<file path="src/hdl/acr_consts.vh">
// Constants for the converter control block: offsets, bit positions,
// reset values and cycle counts. Assumes byte addressing on an 8-bit paddr.
`ifndef ACR_CONSTS_VH
`define ACR_CONSTS_VH
`define ACR_OFF_SEL 8'h00
`define ACR_OFF_CTLA 8'h04
`define ACR_OFF_RESL 8'h08
`define ACR_OFF_RESH 8'h0c
`define ACR_OFF_CTLB 8'h10
`define ACR_OFF_ISTAT 8'h14
`define ACR_OFF_IMASK 8'h18
`define ACR_SEL_LADJ 5
`define ACR_CTLA_EN 7
`define ACR_CTLA_START 6
`define ACR_CTLA_ATE 5
`define ACR_CTLA_FLAG 4
`define ACR_CTLA_IE 3
`define ACR_SEL_RESET 8'h00
`define ACR_CTLA_RESET 8'h00
`define ACR_CTLB_RESET 3'h0
`define ACR_REF_EXT 2'h0
`define ACR_REF_SUPPLY 2'h1
`define ACR_REF_RSVD 2'h2
`define ACR_REF_INT 2'h3
`define ACR_CYC_FIRST 5'h19
`define ACR_CYC_NORMAL 5'h0d
`define ACR_CYC_SAMPLE 5'h03
`define ACR_SAR_BITS 5'h0a
`define ACR_TSEL_FREE 3'h0
`define ACR_IRQ_DONE 0
`define ACR_IRQ_ABORT 1
`endif

</file>
<file path="src/hdl/acr_edge.v">
// Rising-edge detector for one trigger line.
// Assumes the line is synchronous to clk.
`default_nettype none
module acr_edge (
    // Clock, reset, enable
    input wire clk,
    input wire rst,
    input wire ce,
    // Line and its edge
    input wire din,
    output wire rise
);
    reg prev_reg;

    always @(posedge clk or posedge rst) begin
        if (rst) begin
            prev_reg <= 1'b0;
        end else if (ce) begin
            prev_reg <= din;
        end
    end

    // Gated by ce so a frozen block sees no edge
    assign rise = ce & din & ~prev_reg;
endmodule
`default_nettype wire

</file>
<file path="src/hdl/acr_ctrl.v">
// Digital control of a 10-bit successive-approximation converter:
// APB registers, channel and reference selection, start and auto-trigger,
// result coding, alignment and read locking, completion interrupt.
// Assumes all inputs synchronous to clk and an analogue core that answers
// each trial code on core_dac with cmp_in in the same cycle.
//
// Notes on behaviour
// RULE1 - Single-ended results are unsigned codes 0x000 to 0x3ff.
// RULE2 - Differential results are two's complement, 0x200 to 0x1ff, saturating.
// RULE3 - Result is readable from low and high bytes once flag is set.
// RULE4 - Reference field bits 7:6: external, supply, reserved, internal.
// RULE5 - Reference and channel changes apply only after the running conversion.
// RULE6 - Left-adjust bit 5 changes the result view at once.
// RULE7 - Channel field selects single, differential, bandgap or ground inputs.
// RULE8 - Enable bit turns converter on; clearing it aborts a conversion.
// RULE9 - Software writes start for each single conversion, first only otherwise.
// RULE10 - First conversion after enabling takes 25 cycles, later ones 13.
// RULE11 - Start bit reads one while busy; writing zero does nothing.
// RULE12 - With auto-trigger set, each rising trigger edge starts a conversion; here edges while busy are ignored, except in the last busy cycle.
// RULE13 - Selection register resets to zero.
// RULE14 - Flag sets on completion; cleared by vector or writing one.
// RULE15 - Reading the low byte blocks updates until the high byte is read.
// RULE16 - Left: bits 9:2 high, 1:0 on top of low; right: 9:8 low of high.
// RULE17 - Reserved reference code is stored but keeps internal reference off.
`include "acr_consts.vh"
`default_nettype none
module acr_ctrl (
    // Clock, reset, enable
    input wire clk,
    input wire rst,
    input wire ce,
    // APB slave
    input wire psel,
    input wire penable,
    input wire pwrite,
    input wire [7:0] paddr,
    input wire [31:0] pwdata,
    output wire [31:0] prdata,
    output wire pready,
    output wire pslverr,
    // Trigger sources 1 to 7 and interrupt vector acknowledge
    input wire [6:0] trig_src,
    input wire vector_ack,
    // Analogue core
    input wire cmp_in,
    output wire core_en,
    output wire core_sample,
    output wire [9:0] core_dac,
    output wire ref_supply_on,
    output wire ref_internal_on,
    output wire diff_mode,
    output wire [2:0] pos_input,
    output wire [1:0] neg_input,
    output wire sel_bandgap,
    output wire sel_ground,
    // Interrupt
    output wire irq
);
    localparam ST_OFF = 3'b001;
    localparam ST_IDLE = 3'b010;
    localparam ST_CONV = 3'b100;

    reg [2:0] state_reg;
    reg [2:0] state_next;
    reg [7:0] sel_reg;
    reg en_reg;
    reg ate_reg;
    reg flag_reg;
    reg ie_reg;
    reg [2:0] presc_reg;
    reg [2:0] tsel_reg;
    reg [1:0] istat_reg;
    reg [1:0] imask_reg;
    reg [9:0] result_reg;
    reg lock_reg;
    reg first_reg;
    reg [4:0] cnt_reg;
    reg [4:0] len_reg;
    reg [9:0] sar_reg;
    reg [1:0] act_ref_reg;
    reg [4:0] act_chan_reg;
    reg [31:0] prdata_reg;
    reg [31:0] rd_mux;

    // Bus decode
    wire hit_sel = paddr == `ACR_OFF_SEL;
    wire hit_ctla = paddr == `ACR_OFF_CTLA;
    wire hit_resl = paddr == `ACR_OFF_RESL;
    wire hit_resh = paddr == `ACR_OFF_RESH;
    wire hit_ctlb = paddr == `ACR_OFF_CTLB;
    wire hit_istat = paddr == `ACR_OFF_ISTAT;
    wire hit_imask = paddr == `ACR_OFF_IMASK;
    wire hit_any = hit_sel | hit_ctla | hit_resl | hit_resh | hit_ctlb | hit_istat | hit_imask;
    wire acc = psel & penable & ce;
    wire wr = acc & pwrite & hit_any;
    wire rd = acc & ~pwrite & hit_any;
    wire setup = psel & ~penable & ce;
    wire wr_ctla = wr & hit_ctla;

    // Read data is captured at setup, so the access phase needs no wait state.
    // A frozen block stretches the access phase instead of losing it
    assign pready = ce;
    assign pslverr = psel & penable & ~hit_any;
    assign prdata = prdata_reg;

    wire busy = state_reg == ST_CONV;
    wire en_next = wr_ctla ? pwdata[`ACR_CTLA_EN] : en_reg;

    // Successive approximation datapath
    wire [4:0] bit_idx = len_reg - 5'h01 - cnt_reg;
    wire in_bits = cnt_reg >= (len_reg - `ACR_SAR_BITS);
    wire [9:0] bit_mask = in_bits ? (10'h001 << bit_idx[3:0]) : 10'h000;
    wire [9:0] trial = sar_reg | bit_mask;
    wire [9:0] sar_new = cmp_in ? trial : sar_reg;
    wire done = busy & ce & (cnt_reg == len_reg - 5'h01);

    // Channel decode from the applied selection
    wire chan_na = act_chan_reg[4:3] == 2'b01;
    wire chan_fix = act_chan_reg[4:1] == 4'b1111;
    assign diff_mode = act_chan_reg[4] & ~chan_fix; // see RULE7
    assign pos_input = act_chan_reg[2:0]; // see RULE7
    assign neg_input = diff_mode ? (act_chan_reg[3] ? 2'h2 : 2'h1) : 2'h0; // see RULE7
    assign sel_bandgap = act_chan_reg == 5'h1e; // see RULE7
    // Unused codes park the converter on ground
    assign sel_ground = (act_chan_reg == 5'h1f) | chan_na; // see RULE7

    // Offset binary from the SAR turns into two's complement by flipping the top bit;
    // full positive input leaves all ones, which saturates at 0x1ff
    wire [9:0] conv_code = diff_mode ? {~sar_new[9], sar_new[8:0]} : sar_new; // see RULE1 see RULE2

    // Reserved code behaves as external reference
    assign ref_supply_on = act_ref_reg == `ACR_REF_SUPPLY; // see RULE4 see RULE17
    assign ref_internal_on = act_ref_reg == `ACR_REF_INT; // see RULE4 see RULE17

    assign core_en = en_reg;
    assign core_dac = trial;
    assign core_sample = busy & ~in_bits & (cnt_reg >= len_reg - `ACR_SAR_BITS - `ACR_CYC_SAMPLE);

    // Trigger selection; a switch of source may itself make an edge
    wire [7:0] trig_vec = {trig_src, 1'b0};
    wire trig_sel = trig_vec[tsel_reg];
    wire trig_rise;

    acr_edge u_trig_edge (
        .clk(clk),
        .rst(rst),
        .ce(ce),
        .din(trig_sel),
        .rise(trig_rise)
    );

    wire free_run = tsel_reg == `ACR_TSEL_FREE;
    // Free running never uses the edge path, so switching to it makes no trigger
    wire auto_start = en_reg & ate_reg & (free_run ? done : trig_rise); // see RULE12
    wire sw_start = wr_ctla & pwdata[`ACR_CTLA_START]; // see RULE11 see RULE9
    wire go = (sw_start | auto_start) & en_next & (~busy | done);
    wire abort = busy & ce & ~en_next; // see RULE8
    wire first_go = first_reg | ~en_reg;

    // Result byte views follow the live left-adjust bit
    wire ladj = sel_reg[`ACR_SEL_LADJ];
    wire [7:0] res_low = ladj ? {result_reg[1:0], 6'h00} : result_reg[7:0]; // see RULE6 see RULE16
    wire [7:0] res_high = ladj ? result_reg[9:2] : {6'h00, result_reg[9:8]}; // see RULE6 see RULE16

    always @* begin
        state_next = state_reg;
        case (state_reg)
            ST_OFF: begin
                if (go) begin
                    state_next = ST_CONV;
                end else if (en_next) begin
                    state_next = ST_IDLE;
                end
            end
            ST_IDLE: begin
                if (go) begin
                    state_next = ST_CONV;
                end else if (~en_next) begin
                    state_next = ST_OFF;
                end
            end
            ST_CONV: begin
                if (abort) begin
                    state_next = ST_OFF; // see RULE8
                end else if (done & ~go) begin
                    state_next = ST_IDLE;
                end
            end
            default: begin
                state_next = ST_OFF;
            end
        endcase
    end

    always @* begin
        rd_mux = 32'h0000_0000;
        case (1'b1)
            hit_sel: rd_mux[7:0] = sel_reg;
            hit_ctla: rd_mux[7:0] = {en_reg, busy, ate_reg, flag_reg, ie_reg, presc_reg}; // see RULE11
            hit_resl: rd_mux[7:0] = res_low; // see RULE3
            hit_resh: rd_mux[7:0] = res_high; // see RULE3
            hit_ctlb: rd_mux[2:0] = tsel_reg;
            hit_istat: rd_mux[1:0] = istat_reg;
            hit_imask: rd_mux[1:0] = imask_reg;
            default: rd_mux = 32'h0000_0000;
        endcase
    end

    // Registers written by software
    always @(posedge clk or posedge rst) begin
        if (rst) begin
            sel_reg <= `ACR_SEL_RESET; // see RULE13
            en_reg <= 1'b0;
            ate_reg <= 1'b0;
            ie_reg <= 1'b0;
            presc_reg <= 3'h0;
            tsel_reg <= `ACR_CTLB_RESET;
            imask_reg <= 2'h0;
            prdata_reg <= 32'h0000_0000;
        end else if (ce) begin
            // Reserved reference code is stored as written
            if (wr & hit_sel) begin
                sel_reg <= pwdata[7:0]; // see RULE17
            end
            if (wr_ctla) begin
                en_reg <= pwdata[`ACR_CTLA_EN]; // see RULE8
                ate_reg <= pwdata[`ACR_CTLA_ATE];
                ie_reg <= pwdata[`ACR_CTLA_IE];
                presc_reg <= pwdata[2:0];
            end
            if (wr & hit_ctlb) begin
                tsel_reg <= pwdata[2:0];
            end
            if (wr & hit_imask) begin
                imask_reg <= pwdata[1:0];
            end
            if (setup) begin
                prdata_reg <= rd_mux;
            end
        end
    end

    // Conversion engine
    always @(posedge clk or posedge rst) begin
        if (rst) begin
            state_reg <= ST_OFF;
            cnt_reg <= 5'h00;
            len_reg <= `ACR_CYC_NORMAL;
            sar_reg <= 10'h000;
            first_reg <= 1'b0;
            act_ref_reg <= `ACR_REF_EXT;
            act_chan_reg <= 5'h00;
        end else if (ce) begin
            state_reg <= state_next;
            // Selection is held while busy and picked up again at completion
            if (~busy | done) begin
                act_ref_reg <= sel_reg[7:6]; // see RULE5
                act_chan_reg <= sel_reg[4:0]; // see RULE5
            end
            if (wr_ctla & pwdata[`ACR_CTLA_EN] & ~en_reg) begin
                first_reg <= 1'b1;
            end
            if (go) begin
                cnt_reg <= 5'h00;
                sar_reg <= 10'h000;
                len_reg <= first_go ? `ACR_CYC_FIRST : `ACR_CYC_NORMAL; // see RULE10
                first_reg <= 1'b0;
            end else if (busy) begin
                cnt_reg <= cnt_reg + 5'h01;
                sar_reg <= sar_new;
            end
        end
    end

    // Result, read lock, completion flag and interrupt status
    always @(posedge clk or posedge rst) begin
        if (rst) begin
            result_reg <= 10'h000;
            lock_reg <= 1'b0;
            flag_reg <= 1'b0;
            istat_reg <= 2'h0;
        end else if (ce) begin
            // A result finishing while locked is lost, as with a pending low read.
            // The low byte is captured at setup and the lock taken at access, so
            // a result landing between the two would split the bytes: drop it too.
            if (done & ~abort & ~lock_reg & ~(setup & ~pwrite & hit_resl)) begin
                result_reg <= conv_code; // see RULE15
            end
            if (rd & hit_resl) begin
                lock_reg <= 1'b1; // see RULE15
            end else if (rd & hit_resh) begin
                lock_reg <= 1'b0; // see RULE15
            end
            // Set wins over either clear
            if (done & ~abort) begin
                flag_reg <= 1'b1; // see RULE14
            end else if (vector_ack | (wr_ctla & pwdata[`ACR_CTLA_FLAG])) begin
                flag_reg <= 1'b0; // see RULE14
            end
            // A read clears only what its captured data showed; a later event survives
            istat_reg <= (istat_reg & ~((rd & hit_istat) ? prdata_reg[1:0] : 2'h0)) | {abort, done & ~abort};
        end
    end

    assign irq = |(istat_reg & imask_reg);
endmodule
`default_nettype wire

</file>
<file path="config.mk">
export PLATFORM = sky130hd
export DESIGN_NAME = acr_ctrl
export DESIGN_NICKNAME = d
export VERILOG_FILES = /design/src/hdl/acr_edge.v /design/src/hdl/acr_ctrl.v
export VERILOG_INCLUDE_DIRS = /design/src /design/src/hdl
export SDC_FILE = /design/constraint.sdc
export NUM_CORES = 1
export LEC_CHECK = 0
export ABC_AREA = 1
export ABC_CLOCK_PERIOD_IN_PS = 4600
export BUFFER_PORTS_ARGS = -buffer_cell sky130_fd_sc_hd__buf_2
export CORE_MARGIN = 10
export CORE_UTILIZATION = 58
export CTS_BUF_LIST = sky130_fd_sc_hd__clkbuf_4 sky130_fd_sc_hd__clkbuf_8 sky130_fd_sc_hd__clkbuf_16
export CTS_CLUSTER_DIAMETER = 60
export DETAILED_ROUTE_END_ITERATION = 16
export MAX_ROUTING_LAYER = met4
export PLACE_DENSITY = 0.87
export SLEW_MARGIN = 20
export SYNTH_ARGS = -nofsm -noshare
export SYNTH_HDL_FRONTEND = slang
export SYNTH_SLANG_ARGS = --single-unit
</file>
<file path="constraint.sdc">
create_clock -name clk -period 4.6 [get_ports clk]
set_clock_uncertainty 0.1 [all_clocks]
set_input_delay 1.15 -clock clk [delete_from_list [all_inputs] [get_ports clk]]
set_output_delay 1.15 -clock clk [all_outputs]
set_load 0.01 [all_outputs]
</file>
* After elaboration in Yosys (flattened, before gate mapping)
Index checks and enable logic that the tools add are counted.
** Storage, ports and cells
- Register bits after elaboration :: 73
- Bits of input ports :: 55
- Output and inout bits :: 57
- Word-level logic and storage cells :: 182
** Cells by class
- Add/subtract/negate cells :: 5
- Magnitude comparators :: 3
- Equality and inequality tests :: 19
- Shifts and indexed selects :: 1
- Muxes and demuxes :: 46
- Bitwise logic cells :: 68
- Reductions and logical operators :: 20
** Operators with widths (count)
- 10-bit 2-to-1 mux :: 5
- 1-bit AND :: 38
- 5-bit 2-to-1 mux :: 7
- 8-bit by 5-bit == test with 1-bit output (second input constant) :: 3
- 2-bit AND reduction :: 12
- 2-bit 2-to-1 mux :: 10
- 3-bit 2-to-1 mux :: 6
- 8-bit by 4-bit == test with 1-bit output (second input constant) :: 2
- 8-bit 2-to-1 mux :: 2
- 1-bit 2-to-1 mux :: 14
- 1-bit inverter :: 14
- 1-bit bitwise OR :: 11
- 5-bit == test (second input constant) :: 2
- 5-bit >= comparator :: 2
- 10-bit bitwise OR :: 1
- 1-bit by 4-bit left shift with 10-bit output (first input constant) :: 1
- 3-bit case mux with 3 select lines :: 1
- 8-bit by 3-bit == test with 1-bit output (second input constant) :: 1
- 8-bit logical NOT :: 1
- 2-bit nonzero test :: 4
- 3-bit != test (second input constant) :: 2
- 5-bit by 1-bit adder with 5-bit output (second input constant) :: 1
- 5-bit == test :: 1
- 5-bit by 1-bit subtractor with 5-bit output (second input constant) :: 1
- 18 further kinds :: 20

* Logic depth before layout (Yosys ltp)
- Depth in word-level cells :: 18
- Depth in mapped cells :: 15
- Depth with buffers taken out :: 15

* Cells and area by module
A second synthesis with hierarchy kept.
** Second synthesis, totals
- Cell total of the unflattened synthesis :: 551
- Area, all modules :: 4376.7 um^2
** Modules (own cells, without submodules)
- acr_ctrl :: times used 1, cells each 544, area each 4326.6 um^2, sequential area each 1729.2 um^2
- acr_edge :: times used 1, cells each 7, area each 50.0 um^2, sequential area each 25.0 um^2

* Worst setup path after synthesis
Ideal clock, no wire load.
- Path type :: register to output
- Start :: register len_reg[2]
- End :: output core_sample
- Data arrival time :: 1942 ps
- Data required time :: 3350 ps
- Slack :: 1408 ps
- Stages on the path, launching flop included :: 8
- Path through :: dfstp_2 -> inv_1 -> ha_1 -> inv_1 -> nor3_1 -> o21ai_0 -> nand3_1 -> a2111oi_0
** Between the ends
- Word-level cells in the longest chain between the ends :: 5
- Elaborated cells between the ends (all ways) :: 7
- Classes of those cells :: add/sub (2); order compare (2); bitwise (3)
** Ends and longest elaborated chain
- start: declaration :: line acr_ctrl.v:78 : reg [4:0] len_reg;
- start signal: assignment :: line acr_ctrl.v:248 : len_reg <= `ACR_CYC_NORMAL;
- start signal: assignment :: line acr_ctrl.v:266 : len_reg <= first_go ? `ACR_CYC_FIRST : `ACR_CYC_NORMAL;
- 5-bit by 4-bit subtractor with 5-bit output (no source line) (*)
- branches (longest 3 deep; another with 5-bit by 2-bit subtractor with 5-bit output)
- 1-bit AND (*) :: line acr_ctrl.v:137 : assign core_sample = busy & ~in_bits & (cnt_reg >= len_reg - `ACR_SAR_BITS - `ACR_CYC_SAMPLE);
- end: declaration :: line acr_ctrl.v:47 : output wire core_sample,
Every way passes the cells marked *.

* Final worst setup path
- Start :: register len_reg[2]
- End :: output core_dac[0]
** Between the ends
- Word-level cells in the longest chain between the ends :: 5
- Elaborated cells between the ends (all ways) :: 7
- Classes of those cells :: add/sub (3); order compare (1); shift (1); mux (1); bitwise (1)
** Ends and longest elaborated chain
- 5-bit by 1-bit subtractor with 5-bit output
- 4-bit subtractor :: line acr_ctrl.v:110 : wire [4:0] bit_idx = len_reg - 5'h01 - cnt_reg;
- 1-bit by 4-bit left shift with 10-bit output :: line acr_ctrl.v:112 : wire [9:0] bit_mask = in_bits ? (10'h001 << bit_idx[3:0]) : 10'h000;
- 10-bit 2-to-1 mux (*) :: line acr_ctrl.v:112
- 10-bit bitwise OR (*) :: line acr_ctrl.v:113 : wire [9:0] trial = sar_reg | bit_mask;
- end: declaration :: line acr_ctrl.v:48 : output wire [9:0] core_dac,
Mark *: on every way between the ends. The rest lies on a longest branch, timed or not.

==> out/summary.log <==
[cells_and_area] total non-filler cell area in the finished layout 0.004765 mm^2
[routing] Avg WL per Cell 14.15 um
[routing] Antenna Nets Post-Route 0
[worst_setup_path] type of the setup path with the least slack flop to output pin
[worst_setup_path] CP peak stage delay 0.59 ns
[worst_setup_path] critical path depth 11
[global_route] wire length of the first global-routing pass 17.44 mm
[synth] share of synthesized flip-flops with an asynchronous set or reset 100.0%
[synth] #FFs+latches synth 70
[synth] Yosys warning count 0
[die] Rows 31
[sta] Fin Setup TNS 0 ns
[global_route] met3 Resource Use GR 4.650%
[routing] routed via count 3686
[synth] number of enable-type register cells in the synthesized netlist 0
[placed_design] count of buffers inserted at the top-level ports 63
[cells_and_area] antenna diode count 0
[global_route] met1 routing resource usage after global routing 21.65%
[sta] transition time at the pin with the least slew margin 0.7130 ns
[cts] number of clock buffers inserted by TritonCTS 9
[worst_setup_path] register-to-register path setup slack 2.06 ns
[cts] CTS root buffer sky130_fd_sc_hd__clkbuf_8
[placed_design] HPWL reported at the end of detailed placement 8.142 mm
[worst_setup_path] library cell appearing most often on the critical path sky130_fd_sc_hd__inv_1
[routing] number of vias per cell 5.091
[power] power density normalized to cell area 270.8 mW/mm^2
[synth] Mapped Cells 556
[cts] clk slew on worst S/H paths 0.07 ns
[cts] worst-case clock buffer depth 2
[sta] Final setup viols 0
[synth] cell accounting for the most synthesized area sky130_fd_sc_hd__dfrtp_1
[cts] hold-fix buffer count after cts 0
[synth] Avg Cell Area, Syn 7.707 um^2
[worst_setup_path] CP Data Arrival Time 2.56 ns
[worst_setup_path] worst setup path start len_reg[2]$_DFFE_PP1P_
[synth] sequential share of the synthesized area 40.93%
[synth] synth unique cells 43
[power] Sequential Power Share 50.8%
[sta] RSZ-0062 raised after global routing no
[cts] number of sinks driven by the clock tree 70
[global_route] Congestion Overflow GR 0
[sta] portion of the clock cycle consumed by the worst path in the final layout 82.86%
[power] final total power 1.290 mW
[worst_setup_path] cell family contributing the most delay on the critical path flip-flops
[placed_design] count of placed standard cells including taps 708
[power] Clock power frac 35.8%
[routing] first-iteration detailed-routing DRC count 173
[worst_setup_path] Max stage delay cell, worst path sky130_fd_sc_hd__dfstp_2
[sta] max-slew violation count 0
[power] VDD IR max 143.5 uV
[global_route] met2 usage in global routing 32.55%
[synth] cell types occupying the most area after synthesis sky130_fd_sc_hd__dfrtp_1 40%, sky130_fd_sc_hd__nand2_1 11%, sky130_fd_sc_hd__inv_1 8.1%
[synth] commonest cells in the synthesized netlist 130 x sky130_fd_sc_hd__nand2_1, 92 x sky130_fd_sc_hd__inv_1, 68 x sky130_fd_sc_hd__dfrtp_1
[die] Initial Util 59.40%
[power] design internal power 0.9435 mW
[worst_setup_path] biggest fanout along the worst timing path 8
[global_route] global route hottest layer met2
[cts] source-to-sink clock delay at the later pin of the worst-skew pair 0.34 ns
[worst_setup_path] crit path cell chain inv_1 -> ha_1 -> inv_1 -> a31o_2 -> xor2_1 -> inv_1 -> nand2_1 -> inv_1 -> nand2_1 -> nand2_1 -> buf_2
[synth] Netlist Area Pre-Place 0.004285 mm^2
[worst_setup_path] worst reg2reg path depth 12
[worst_setup_path] critical path endpoint category output pin
[routing] Detailed Routing Iterations Pass 1 6
[worst_setup_path] Critical Path Start Type flop
[placed_design] Final GP Congestion 0.9618
[power] share of total power consumed by net switching 26.87%
[sta] highest achievable clock rate 0.2624 GHz
[die] width of the die 106.0 um
[global_route] number of global-route vias before repair 3781
[cells_and_area] number of nets in the layout 687
[cells_and_area] final standard cell count with taps included and fillers excluded 724
[worst_setup_path] capturing instance or port of the critical path core_dac[0]
[power] static leakage 2.572 nW
[routing] final WL 10.24 mm
[cells_and_area] Area growth, synth to finish 11.18%
[cts] number of gates resized after cts 0
[die] Die Outline Area 0.01123 mm^2
[sta] normalized max-slew margin 52.21%
[power] sw power 0.3467 mW
[job] max-capacitance violation count 0
[power] logic gate share of total power 13.4%
[global_route] pin count of the biggest net entering global routing 34
[global_route] total global-route track usage 19.38%
[global_route] initial antenna violation count 0
[synth] leading cell type by number of instances after synthesis sky130_fd_sc_hd__nand2_1
[synth] share of Yosys cell area claimed by the top area cell type 39.71%
[die] IO Count 112
[min_path] class of the most critical hold timing path flop to flop
[die] Die Y 106.0 um
[outcome] status finished, final reports clean
[cts] Clock H-tree levels 3
[sta] final hold violation count 0
[cells_and_area] share of the core filled with cells 66.04%
[cells_and_area] ratio of cells with drive above 1 in the final layout 19.20%
[placed_design] total cell area at the placement stage 0.004574 mm^2
[die] Core Area 0.007214 mm^2
[worst_setup_path] launching point of the worst reg2reg path len_reg[2]$_DFFE_PP1P_
[routing] Post-route DRC 0
[synth] Top FF cell, synth sky130_fd_sc_hd__dfrtp_1
[worst_setup_path] Worst Path Buf+Inv 5
[sta] post-layout minimum cycle time 3.812 ns
[worst_setup_path] terminus of the critical flop-to-flop path sar_reg[4]$_DFFE_PP0P_
[worst_setup_path] data required time at the worst endpoint 3.35 ns
[cts] clock tree from TritonCTS yes
[cts] buffers inserted by post-CTS timing repair 0
==> per-layer routing <==
layer,vias up,part of all wire (%)
met5,-,0
met4,0,2.1
met3,16,6.5
met2,115,49
met1,1696,42
li1,1859,-
==> worst min-delay path by stage <==
| stage | cells past startpoint | slack, ns | end | startpoint |
|---|---|---|---|---|
| finish | 2 | 0.38 | flag_reg$_DFFE_PP0P_ | flag_reg$_DFFE_PP0P_ |
| global route | 2 | 0.41 | flag_reg$_DFFE_PP0P_ | flag_reg$_DFFE_PP0P_ |
| CTS | 2 | 0.38 | flag_reg$_DFFE_PP0P_ | flag_reg$_DFFE_PP0P_ |
| detailed placement | 2 | 0.36 | flag_reg$_DFFE_PP0P_ | flag_reg$_DFFE_PP0P_ |
| global placement | 2 | 0.36 | flag_reg$_DFFE_PP0P_ | flag_reg$_DFFE_PP0P_ |
| floorplan | 2 | 0.34 | flag_reg$_DFFE_PP0P_ | flag_reg$_DFFE_PP0P_ |
==> per-stage QoR <==
step	setup WS, ns	hold slack, ns
2_1_floorplan	1.408	0.3419
3_3_place_gp	1.208	0.3607
3_5_place_dp	1.189	0.3633
4_1_cts	0.7849	0.3799
5_1_grt	0.5263	0.4052
6_report	0.7883	0.3778
==> power by group through the flow <==
stage	Clock, mW	Combinational [mW]	Sequential (mW)
finish	0.462	0.173	0.656
global placement	0	0.166	0.665
global route	0.500	0.196	0.658
detailed placement	0	0.172	0.666
floorplan	0	0.131	0.665
CTS	0.474	0.172	0.656
==> cells by family (layout without fill, tap and decap cells) <==
group | count (synthesis) | after routing | synth area share (%)
adders and majority gates | 12 | 12 | 3.504
muxes | 1 | 1 | 0.2628
DFF | 70 | 70 | 40.93
AOI/OAI and AO/OA | 97 | 97 | 12.79
other | 1 | 24 | 0.08751
buffers and inverters | 132 | 178 | 14.45
xor gates and xnor gates | 6 | 6 | 1.227
and+or+nand+nor | 237 | 237 | 26.74
==> cells in the final DEF (no fill, tap or decap), types with 2 or more instances in the layout <==
cell type	instances
sky130_fd_sc_hd__o22ai_1	8
sky130_fd_sc_hd__xnor2_1	3
sky130_fd_sc_hd__a41oi_1	2
sky130_fd_sc_hd__buf_2	63
sky130_fd_sc_hd__inv_2	4
sky130_fd_sc_hd__nand3_4	2
sky130_fd_sc_hd__xor2_1	3
sky130_fd_sc_hd__ha_1	12
sky130_fd_sc_hd__o211ai_1	6
sky130_fd_sc_hd__dfrtp_1	68
sky130_fd_sc_hd__nand3_2	3
sky130_fd_sc_hd__clkbuf_8	12
sky130_fd_sc_hd__nand2_1	130
sky130_fd_sc_hd__dfstp_2	2
sky130_fd_sc_hd__nand4_1	6
sky130_fd_sc_hd__a21oi_1	13
sky130_fd_sc_hd__nand3b_1	2
sky130_fd_sc_hd__o21ai_0	55
sky130_fd_sc_hd__buf_4	3
sky130_fd_sc_hd__o21ai_1	3
sky130_fd_sc_hd__nor3_2	2
sky130_fd_sc_hd__nor2_4	4
sky130_fd_sc_hd__o2111ai_1	2
sky130_fd_sc_hd__conb_1	24
sky130_fd_sc_hd__nand2_4	6
sky130_fd_sc_hd__a31oi_1	2
sky130_fd_sc_hd__nand2_2	5
sky130_fd_sc_hd__nor2_2	7
sky130_fd_sc_hd__nand3_1	32
sky130_fd_sc_hd__clkinv_2	2
sky130_fd_sc_hd__inv_1	91
sky130_fd_sc_hd__nor3_1	8
sky130_fd_sc_hd__nor2_1	28
==> worst reg2reg max path: stages (launching register included) <==
cell and delay, ns:
sky130_fd_sc_hd__dfstp_2 0.59, sky130_fd_sc_hd__inv_1 0.07, sky130_fd_sc_hd__ha_1 0.35, sky130_fd_sc_hd__inv_1 0.09
sky130_fd_sc_hd__a31o_2 0.25, sky130_fd_sc_hd__xor2_1 0.16, sky130_fd_sc_hd__inv_1 0.08, sky130_fd_sc_hd__nand2_1 0.16
sky130_fd_sc_hd__inv_1 0.11, sky130_fd_sc_hd__nand2_1 0.06, sky130_fd_sc_hd__o21ai_0 0.25, sky130_fd_sc_hd__o211ai_1 0.14
sky130_fd_sc_hd__inv_1 0.07
==> cell type report <==
cell class              instances  area [um^2]
clock buffers                  13        172.7
clock inverters                 3        17.52
fillers                       628         2450
inverters                      96        360.3
multi-input cells             377         1998
flip-flops and latches         70         1754
well taps                      99        123.9
repair buffers                 66        337.8
Power figures use the tool's default switching activity.
